File: config.mk
export PLATFORM = sky130hd
export DESIGN_NAME = tws_terminal_watchdog
export DESIGN_NICKNAME = d
export VERILOG_FILES = /design/src/tws_pkg.sv /design/src/tws_terminal_watchdog.sv
export SDC_FILE = /design/constraint.sdc
export NUM_CORES = 1
export LEC_CHECK = 0
export BUFFER_PORTS_ARGS = -buffer_cell sky130_fd_sc_hd__buf_2
export CORE_ASPECT_RATIO = 0.6
export CORE_MARGIN = 2
export CORE_UTILIZATION = 33
export DETAILED_ROUTE_END_ITERATION = 7
export GPL_TIMING_DRIVEN = 0
export PLACE_DENSITY_LB_ADDON = 0.2
export REMOVE_ABC_BUFFERS = 1
export SYNTH_ARGS = -nofsm -noshare
export SYNTH_HDL_FRONTEND = slang
export SYNTH_SLANG_ARGS = --single-unit
File: constraint.sdc
create_clock -name core_clk -period 2.1 [get_ports core_clk]
set_input_delay 0.105 -clock core_clk [delete_from_list [all_inputs] [get_ports core_clk]]
set_output_delay 0.105 -clock core_clk [all_outputs]
set_load 0.01 [all_outputs]
File: src/tws_pkg.sv
// tws_pkg: shared constants and carrier types for the terminal supervision block
// assumes a 20 MHz core clock and a frame-rate enable from the system-side serial interface
package tws_pkg;

  // ==========================================================================
  // timing
  localparam int unsigned CORE_CLK_HZ      = 20000000;
  localparam int unsigned FRAME_HZ         = 8000;
  localparam int unsigned WDOG_INTERVAL_MS = 128;
  localparam int unsigned PULSE_WIDTH_MS   = 5;
  // counts are in frame-rate ticks; the interval is a longest time, the pulse a least time
  localparam int unsigned WDOG_TICKS  = (WDOG_INTERVAL_MS * FRAME_HZ) / 1000;
  localparam int unsigned PULSE_TICKS = (PULSE_WIDTH_MS * FRAME_HZ + 999) / 1000;
  localparam int unsigned CNT_W       = 16;

  // ==========================================================================
  // reset values
  localparam logic TSF_RESET = 1'b0;
  localparam logic RSS_RESET = 1'b0;

  // ==========================================================================
  // carriers
  typedef struct packed {
    logic hi;
    logic lo;
  } tws_trigger_type;

  typedef struct packed {
    logic subscriber_awake;
    logic watchdog_overflow;
  } tws_flags_type;

  typedef enum logic [2:0] {
    TWS_TRIG_IDLE  = 3'b001,
    TWS_TRIG_ARMED = 3'b010,
    TWS_TRIG_DONE  = 3'b100
  } tws_trig_state_type;

endpackage : tws_pkg

File: src/tws_terminal_watchdog.sv
// tws_terminal_watchdog: terminal supervision - enable latch, awake input, watchdog, reset pulse
// assumes awake line is asynchronous; frame tick, code change and clock-resume are core-clock pulses
//
// Operation
// - enable bit gates all supervision behaviour
// - awake input honoured only while enabled
// - enable also unmasks awake and overflow flags
// - awake falling edge sets awake flag
// - correct pair restarts watchdog; expiry sets overflow
// - enable bit cleared only by hardware reset
// - select 0: pulse on awake, code change, resume
// - awake falling edge forces upstream data to zero
// - awake and code-change wake resets also set their interrupt flags; resume sets none
// - select 1: pulse only on watchdog expiry
// - watchdog halts while powered down, clocks stopped
// - select bit matters only when enabled
// - any select change clears watchdog timer
// - pulse active high 5ms, no internal reset
// - reset pin driven only during the pulse
`timescale 1ns/1ps
module tws_terminal_watchdog #(
  parameter int unsigned WDOG_TICKS  = tws_pkg::WDOG_TICKS,
  parameter int unsigned PULSE_TICKS = tws_pkg::PULSE_TICKS
) (
  input  wire logic                     core_clk,
  input  wire logic                     sys_rst,
  input  wire logic                     enable_set,
  input  wire logic                     reset_cause_select,
  input  wire logic                     trigger_wr,
  input  wire tws_pkg::tws_trigger_type trigger_data,
  input  wire logic                     external_awake_n,
  input  wire logic                     frame_tick,
  input  wire logic                     powered_down,
  input  wire logic                     command_change,
  input  wire logic                     clocks_resumed,
  input  wire logic                     upstream_data_in,
  input  wire tws_pkg::tws_flags_type   flag_clear,
  output logic                          terminal_functions_enable,
  output tws_pkg::tws_flags_type        d_ext_irq_status,
  output logic                          command_change_flag,
  output logic                          wake_pulse_out,
  output logic                          wake_pulse_oe,
  output logic                          upstream_data_line
);

  // ==========================================================================
  // parameter checks
  initial begin
    if (WDOG_TICKS < 2 || WDOG_TICKS >= (1 << tws_pkg::CNT_W)) begin
      $error("watchdog tick count out of range");
    end
    if (PULSE_TICKS < 1 || PULSE_TICKS >= (1 << tws_pkg::CNT_W)) begin
      $error("pulse tick count out of range");
    end
  end

  localparam logic [tws_pkg::CNT_W-1:0] WDOG_LAST  = tws_pkg::CNT_W'(WDOG_TICKS - 1);
  localparam logic [tws_pkg::CNT_W-1:0] PULSE_LAST = tws_pkg::CNT_W'(PULSE_TICKS - 1);
  localparam logic [tws_pkg::CNT_W-1:0] CNT_ZERO   = '0;

  // ==========================================================================
  // counter helpers shared by the watchdog and the pulse timer
  function automatic logic cnt_at(
    input logic [tws_pkg::CNT_W-1:0] value,
    input logic [tws_pkg::CNT_W-1:0] last
  );
    cnt_at = (value == last);
  endfunction : cnt_at

  function automatic logic [tws_pkg::CNT_W-1:0] cnt_next(
    input logic [tws_pkg::CNT_W-1:0] value
  );
    cnt_next = value + tws_pkg::CNT_W'(1);
  endfunction : cnt_next

  // ==========================================================================
  // enable latch
  logic tsf_q;
  always_ff @(posedge core_clk) begin
    if (sys_rst) begin
      tsf_q <= tws_pkg::TSF_RESET;
    end else if (enable_set) begin
      tsf_q <= 1'b1;
    end
  end

  // ==========================================================================
  // awake line synchroniser and edge
  logic awake_s1_q;
  logic awake_s2_q;
  logic awake_s3_q;
  always_ff @(posedge core_clk) begin
    if (sys_rst) begin
      awake_s1_q <= 1'b1;
      awake_s2_q <= 1'b1;
      awake_s3_q <= 1'b1;
    end else begin
      awake_s1_q <= external_awake_n;
      awake_s2_q <= awake_s1_q;
      awake_s3_q <= awake_s2_q;
    end
  end

  wire awake_fall = tsf_q & awake_s3_q & ~awake_s2_q;
  wire rss_sel    = reset_cause_select;
  wire wake_src   = awake_fall | (tsf_q & (command_change | clocks_resumed));

  // ==========================================================================
  // trigger sequence: first write hi=1,lo=0 arms, then hi=0,lo=1 completes
  tws_pkg::tws_trig_state_type trig_q;
  tws_pkg::tws_trig_state_type trig_d;
  wire trig_first  = trigger_wr & trigger_data.hi & ~trigger_data.lo;
  wire trig_second = trigger_wr & ~trigger_data.hi & trigger_data.lo;

  always_comb begin
    trig_d = trig_q;
    case (trig_q)
      tws_pkg::TWS_TRIG_IDLE: begin
        if (trig_first) begin
          trig_d = tws_pkg::TWS_TRIG_ARMED;
        end
      end
      tws_pkg::TWS_TRIG_ARMED: begin
        if (trig_second) begin
          trig_d = tws_pkg::TWS_TRIG_DONE;
        end else if (trigger_wr && !trig_first) begin
          trig_d = tws_pkg::TWS_TRIG_IDLE;
        end
      end
      tws_pkg::TWS_TRIG_DONE: begin
        trig_d = trig_first ? tws_pkg::TWS_TRIG_ARMED : tws_pkg::TWS_TRIG_IDLE;
      end
      default: begin
        trig_d = tws_pkg::TWS_TRIG_IDLE;
      end
    endcase
  end

  always_ff @(posedge core_clk) begin
    if (sys_rst) begin
      trig_q <= tws_pkg::TWS_TRIG_IDLE;
    end else begin
      trig_q <= trig_d;
    end
  end

  wire serviced = (trig_q == tws_pkg::TWS_TRIG_DONE);

  // ==========================================================================
  // watchdog timer
  logic                     rss_q;
  logic [tws_pkg::CNT_W-1:0] wdog_q;
  wire rss_changed = rss_q ^ rss_sel;
  // halted while powered down so a stopped serial bus cannot spuriously expire
  wire wdog_tick   = tsf_q & frame_tick & ~powered_down;
  wire wdog_expire = wdog_tick & cnt_at(wdog_q, WDOG_LAST);

  always_ff @(posedge core_clk) begin
    if (sys_rst) begin
      rss_q  <= tws_pkg::RSS_RESET;
      wdog_q <= CNT_ZERO;
    end else begin
      rss_q <= rss_sel;
      if (!tsf_q || serviced || rss_changed || wdog_expire) begin
        wdog_q <= CNT_ZERO;
      end else if (wdog_tick) begin
        wdog_q <= cnt_next(wdog_q);
      end
    end
  end

  // ==========================================================================
  // interrupt status flags: set wins over clear
  // the code-change flag has no clear bit of its own; both clear bits together
  // retire it one cycle late, so a change arriving in that cycle still wins
  logic saw_q;
  logic wov_q;
  logic cic_q;
  logic command_change_ack_q;
  wire  saw_d = awake_fall | (saw_q & ~flag_clear.subscriber_awake);
  wire  wov_d = wdog_expire | (wov_q & ~flag_clear.watchdog_overflow);
  wire  cic_d = (tsf_q & command_change) | (cic_q & ~command_change_ack_q);

  always_ff @(posedge core_clk) begin
    if (sys_rst) begin
      saw_q <= 1'b0;
    end else begin
      saw_q <= saw_d;
    end
  end

  always_ff @(posedge core_clk) begin
    if (sys_rst) begin
      wov_q <= 1'b0;
    end else begin
      wov_q <= wov_d;
    end
  end

  always_ff @(posedge core_clk) begin
    if (sys_rst) begin
      cic_q <= 1'b0;
    end else begin
      cic_q <= cic_d;
    end
  end

  always_ff @(posedge core_clk) begin
    if (sys_rst) begin
      command_change_ack_q <= 1'b0;
    end else begin
      command_change_ack_q <= flag_clear.subscriber_awake & flag_clear.watchdog_overflow;
    end
  end

  // ==========================================================================
  // reset pulse generator
  wire pulse_start = tsf_q & (rss_sel ? wdog_expire : wake_src);
  logic                     pulse_q;
  logic [tws_pkg::CNT_W-1:0] pulse_cnt_q;
  wire pulse_tick = frame_tick & ~powered_down;

  always_ff @(posedge core_clk) begin
    if (sys_rst) begin
      pulse_q     <= 1'b0;
      pulse_cnt_q <= CNT_ZERO;
    end else if (!pulse_q && pulse_start) begin
      pulse_q     <= 1'b1;
      pulse_cnt_q <= CNT_ZERO;
    end else if (pulse_q && pulse_tick) begin
      if (cnt_at(pulse_cnt_q, PULSE_LAST)) begin
        pulse_q <= 1'b0;
      end else begin
        pulse_cnt_q <= cnt_next(pulse_cnt_q);
      end
    end
  end

  // ==========================================================================
  // upstream data forcing: held low from the awake edge until clocks resume
  logic du_force_q;
  always_ff @(posedge core_clk) begin
    if (sys_rst) begin
      du_force_q <= 1'b0;
    end else if (awake_fall) begin
      du_force_q <= 1'b1;
    end else if (clocks_resumed) begin
      du_force_q <= 1'b0;
    end
  end

  // ==========================================================================
  // registered outputs
  always_ff @(posedge core_clk) begin
    if (sys_rst) begin
      terminal_functions_enable <= 1'b0;
    end else begin
      terminal_functions_enable <= tsf_q;
    end
  end

  always_ff @(posedge core_clk) begin
    if (sys_rst) begin
      d_ext_irq_status <= '0;
    end else begin
      d_ext_irq_status <= '{subscriber_awake: saw_q, watchdog_overflow: wov_q};
    end
  end

  always_ff @(posedge core_clk) begin
    if (sys_rst) begin
      command_change_flag <= 1'b0;
    end else begin
      command_change_flag <= cic_q;
    end
  end

  always_ff @(posedge core_clk) begin
    if (sys_rst) begin
      wake_pulse_out <= 1'b0;
    end else begin
      wake_pulse_out <= pulse_q;
    end
  end

  always_ff @(posedge core_clk) begin
    if (sys_rst) begin
      wake_pulse_oe <= 1'b0;
    end else begin
      wake_pulse_oe <= pulse_q;
    end
  end

  always_ff @(posedge core_clk) begin
    if (sys_rst) begin
      upstream_data_line <= 1'b1;
    end else begin
      upstream_data_line <= upstream_data_in & ~(du_force_q | awake_fall);
    end
  end

endmodule : tws_terminal_watchdog

After elaboration in Yosys (flattened, before gate mapping)
Cells that the tools add are included.
{"block": "totals", "output_inout_bits": 7, "register_bits": 52, "wordCells": 91, "inputBits": 15}
{"block": "op_classes", "bitwise": 34, "addsub": 2, "muxes": 11, "n_eq_ne": 7, "n_reduce_logical": 17}
{"cell": "$add A16 B1 Y16 const B", "count": 2}
{"cell": "$and A1 B1 Y1", "count": 18}
{"cell": "$eq A16 B10 Y1 const B", "count": 1}
{"cell": "$eq A16 B6 Y1 const B", "count": 1}
{"cell": "$mux W3", "count": 3}
{"cell": "$not A1 Y1", "count": 9}
{"cell": "$pmux W3 S3", "count": 1}
{"cell": "$mux W1", "count": 6}
{"cell": "$or A1 B1 Y1", "count": 6}
{"cell": "$reduce_and A2 Y1", "count": 3}
{"cell": "$reduce_bool A2 Y1", "count": 3}
{"cell": "$reduce_or A2 Y1", "count": 2}
{"cell": "$eq A3 B1 Y1 const B", "count": 1}
{"cell": "$eq A3 B2 Y1 const B", "count": 1}
{"cell": "$eq A3 B3 Y1 const B", "count": 1}
{"cell": "$logic_and A1 B1 Y1", "count": 3}
{"cell": "$logic_not A1 Y1", "count": 3}
{"cell": "$logic_or A1 B1 Y1", "count": 3}
{"cell": "$ne A3 B3 Y1 const B", "count": 1}
{"cell": "$mux W2", "count": 1}
{"cell": "$ne A2 B2 Y1 const B", "count": 1}
{"cell": "$xor A1 B1 Y1", "count": 1}

Logic depth before layout (Yosys ltp)
{"block": "logic_depth", "depth_word": 8, "depth_mapped": 7, "depth_no_buf": 5}

Worst setup path after synthesis
OpenSTA, ideal clock, no wires.
{"block": "synth_path", "path_kind": "register to register", "from": "reg wdog_q[0] (netlist name)", "to": "reg wdog_q[2] (netlist name)", "setup_time_ps": 115, "stages_incl_launch_ff": 8, "required_ps": 1985, "t_arrival_ps": 1770, "slack_ps": 215, "synth_period_minus_slack_ps": 1885, "path_cell_list": "dfxtp_1 ha_1 nand3_1 or4_1 buf_2 o21ai_2 buf_4 nor2_1"}
{"block": "synth_via", "elab_chain_cells": 4}
{"element": "start, declared", "line": "tws_terminal_watchdog.sv:152", "source": "logic [tws_pkg::CNT_W-1:0] wdog_q;"}
{"element": "start signal, assigned", "line": "tws_terminal_watchdog.sv:167", "source": "wdog_q <= cnt_next(wdog_q);"}
{"element": "branches (longest 4 deep; another with $add A16 B1 Y16)"}
Parallel ways; which one is timed is not known.
A chain may end at the register's enable or synchronous reset.

Final worst setup path
{"block": "layout_path", "from": "reg wdog_q[0] (netlist name)", "to": "reg pulse_q"}
{"block": "layout_via", "elab_chain_cells": 7}
{"element": "$eq A16 B10 Y1 *", "line": "tws_terminal_watchdog.sv:67", "source": "cnt_at = (value == last);"}
{"element": "$and A1 B1 Y1 *", "line": "tws_terminal_watchdog.sv:156", "source": "wire wdog_expire = wdog_tick & cnt_at(wdog_q, WDOG_LAST);"}
{"element": "$mux W1 *", "line": "tws_terminal_watchdog.sv:218", "source": "wire pulse_start = tsf_q & (rss_sel ? wdog_expire : wake_src);"}
{"element": "$and A1 B1 Y1 *", "line": "tws_terminal_watchdog.sv:218"}
{"element": "$logic_and A1 B1 Y1 *", "line": "tws_terminal_watchdog.sv:227", "source": "end else if (!pulse_q && pulse_start) begin"}
{"element": "$reduce_bool A2 Y1 (no source line)"}
{"element": "$reduce_and A2 Y1 (no source line)"}
{"element": "end signal, assigned", "line": "tws_terminal_watchdog.sv:225", "source": "pulse_q <= 1'b0;"}
{"element": "end signal, assigned", "line": "tws_terminal_watchdog.sv:228", "source": "pulse_q <= 1'b1;"}
{"element": "end signal, assigned", "line": "tws_terminal_watchdog.sv:232", "source": "pulse_q <= 1'b0;"}
{"element": "end, declared", "line": "tws_terminal_watchdog.sv:219", "source": "logic pulse_q;"}
Every way passes the cells marked *; elsewhere a longest branch is shown, timed or not.

==> results.md <==
* Row count at 23
* R2r setup slk at about 0.11 ns
* Final Skew at 0.00949 ns
* Drt drc at 2
* Final nets at 301
* Worst Path Buf+Inv at 0
* Num ports at 22
* Initial antenna violation count at 0
* Clock sink count at 52
* Clock Tree Root: clkbuf_16
* Critical Path Max Stage Delay at roughly 0.63 ns
* CP endpoint kind: register
* Count of input and output buffers at 21
* Worst Hold Class: in -> reg
* Num CTS Buffers at 5
* Post-synth top area share at ~44%
* Area occupied by multi-input gates at about 0.0012 mm²
* Clk pin slew, worst setup/hold paths at around 0.070 ns
* Critical Path Fanout Max at 8
* Critical path required time at 2.31 ns
* Worst skew pair latency at around 0.3 ns
* Nature of the critical path startpoint: register
* Final setup fails at 0
* Main flop type after synthesis: dfxtp_1
* GR Util met2 at 16.4%
* Die area at ~0.008 mm²
* Ys Warns at 0
* Max Root-Sink Buffers at 2
* Sequential-to-total area share from yosys stat at between 40% and 50%
* Failing checks: DRC
* Post-DP HPWL at ~3400 µm
* N_diodes at 0
* Period utilization at a little over nine tenths
* Number of synthesized register bits at 52
* DR iter-0 viols at approximately 140
* Initial Util at 34.7%
* CTS tree: done
* Slew headroom at between 50% and 60%
* Die H at slightly below 70 µm
* PwrDens at 741 mW/mm²
* Final worst slack at 0.114 ns
* Number of distinct library cells after synthesis at 49
* Fillcell total at 682
* Status: complete, but fails checks
* CP Class: reg -> reg
* Tightest Pin Transition at about 0.74 ns
* Grt total ovfl at 0
* Mapped Cells at between 200 and 300
* Final core utilization at 40.5%
* Global Route Usage Sum at about an eighth
* Final ANT Viol Nets at 0
* Slowest-stage cell, CP: or4_4
* Final Max Slew Viols at 0
* Final wirelength at roughly 4700 µm
* RSZ-0062 raised after global routing: no
* CP delay by family, top: simple AND/OR/NAND/NOR gates
* Largest net degree at the start of global routing at 20
* Fmax at roughly 0.5 GHz
* Worst Path Arrival at between 2 and 2.5 ns
* Share of cells above drive strength 1 at between 15 and 20%
* Met1 Usage GRT at about a fifth
* Max Cap Viol at 0
* Biggest area consumer among synthesized cells: dfxtp_1
* Leak at 0.000940 µW
* Routing usage on met3 at approximately 4.5%
* Most frequent cells in the layout: 52 x dfxtp_1, 22 x nand2_1, 21 x buf_2
* DR vias at around 1900
* Ys async rst share at 0%
* GR peak layer: met1
* Avg Cell Area, Syn at 9.04 µm²
* First-pass GRT wire length at ~8000 µm
* Post-synth EDFFs at 0
* Fin. Hold Viols at 0
* Crit path time final at approximately 2 ns
* Synth area leaders: dfxtp_1 44%, xnor2_1 4.5%, nand2_1 3.5%
* Leading cell type in the layout, fill and taps excluded: dfxtp_1
* CTS H-tree depth at 2
* Area grow syn2layout at 16.7%
* Post-place setup slack at -0.247 ns
* Core area at between 0.006 and 0.007 mm²
* Vias in the first global route at 1630
* Routed vias/inst at between 4 and 5
* Reg area at 0.00104 mm²
* Crit-path cells: ha_1 -> nand3_1 -> or4_4 -> or2_1 -> a311oi_2
* Syn Std Cell Area at 0.00236 mm²
* Gp weighted congestion at around 0.82
* Chip width at about 110 µm
* Per-cell routed wire length at approximately 13 µm
* Drt first pass iters at 6
* Worst VDD drop at roughly 0.27 mV
[per-stage QoR]
stage	TNS [ns]	power (µW)	instance area (µm²)	std cells	hold WS (ns)
finish	0	2040	2750	372	0.0179
global route	0	2130	2750	372	0.0419
CTS	0	2080	2750	372	0.0127
detailed placement	-5.61	1120	2530	360	0.297
global placement	-5.50	1120	2530	360	0.293
floorplan	0	1080	2310	252	0.172
[cell usage after synthesis (2+ instances only)]
library cell and instances:
nand2_1 22, ha_1 2, nand4_1 4, or4_1 7
nand3b_4 2, inv_1 10, a31o_2 2, nor3_1 6
and4_1 3, a22oi_1 8, xnor2_1 12, o31ai_1 4
clkbuf_1 4, xor2_1 3, nand2b_1 6, nor2b_1 6
nor2_1 18, a21o_1 3, nor4bb_1 3, dfxtp_1 52
nor4_1 5, nand3_1 7, a22o_1 2, o21bai_1 2
buf_2 2, or3_1 12, o21ai_0 11, buf_4 3
a21oi_1 16, or2_2 5
[report_power, final]
| part | switching (µW) | internal [µW] | total [µW] |
|---|---|---|---|
| logic | 55.5 | 45.5 | 101 |
| registers | 9.65 | 1000 | 1010 |
| clock network | 364 | 567 | 931 |
| total | 429 | 1610 | 2040 |
[worst min-delay path, delay by kind of cell]
kind / cells / cell delay [ns]
simple gates: 2 / 0.09
buf+inv: 1 / 0.08
[per-layer routing]
layer / routed length (µm) / share of wire, % / up-vias
met5: 0 / 0 / -
met4: 38 / 0.82 / 0
met3: 251 / 5.4 / 5
met2: 1790 / 38 / 29
met1: 2580 / 55 / 829
li1: - / - / 989
[cell families (layout without fill, tap and decap cells)]
kind of cell	Yosys count	count (layout)	synth area share, %
simple gates	115	115	28.6
compound gates	58	58	17.1
flops	52	52	44.1
buf+inv	19	43	3.61
xor+xnor	15	15	5.57
fa+ha+maj	2	2	1.06
[registers in the layout (all words and copies together) (netlist names), 2 cells and up]
| signal | count |
|---|---|
| d_ext_irq_status | 2 |
| trig_q | 3 |
| pulse_cnt_q | 16 |
| wdog_q | 16 |
[final timing paths]
kind	cells past startpoint	to	from
worst max-delay path	5	pulse_q$_SDFFE_PP0P_	wdog_q[0]$_SDFFE_PP0P_
worst min-delay path	3	tsf_q$_SDFFE_PP0P_	enable_set
worst min register to register	1	awake_s2_q$_SDFF_PP1_	awake_s1_q$_SDFF_PP1_
worst max register to register	5	pulse_q$_SDFFE_PP0P_	wdog_q[0]$_SDFFE_PP0P_
[what timing repair did]
item | 4_1_cts | 5_1_grt
setup endpoints to repair | 33 | 16
hold buffers | 1 | 0
gates resized for setup | 2 | 1
pin swaps | 2 | 0
hold endpoints to repair | 1 | 0
setup buffers | 3 | 0
[cell type report]
type	count	area share, %
timing repair buffer	25	5.45
sequential	52	37.8
clock buffer	6	4.68
multi-input combinational	190	45.3
inverter	10	1.36
clock inverter	2	1.41
tap	87	3.95
(Power assumes the default switching activity.)
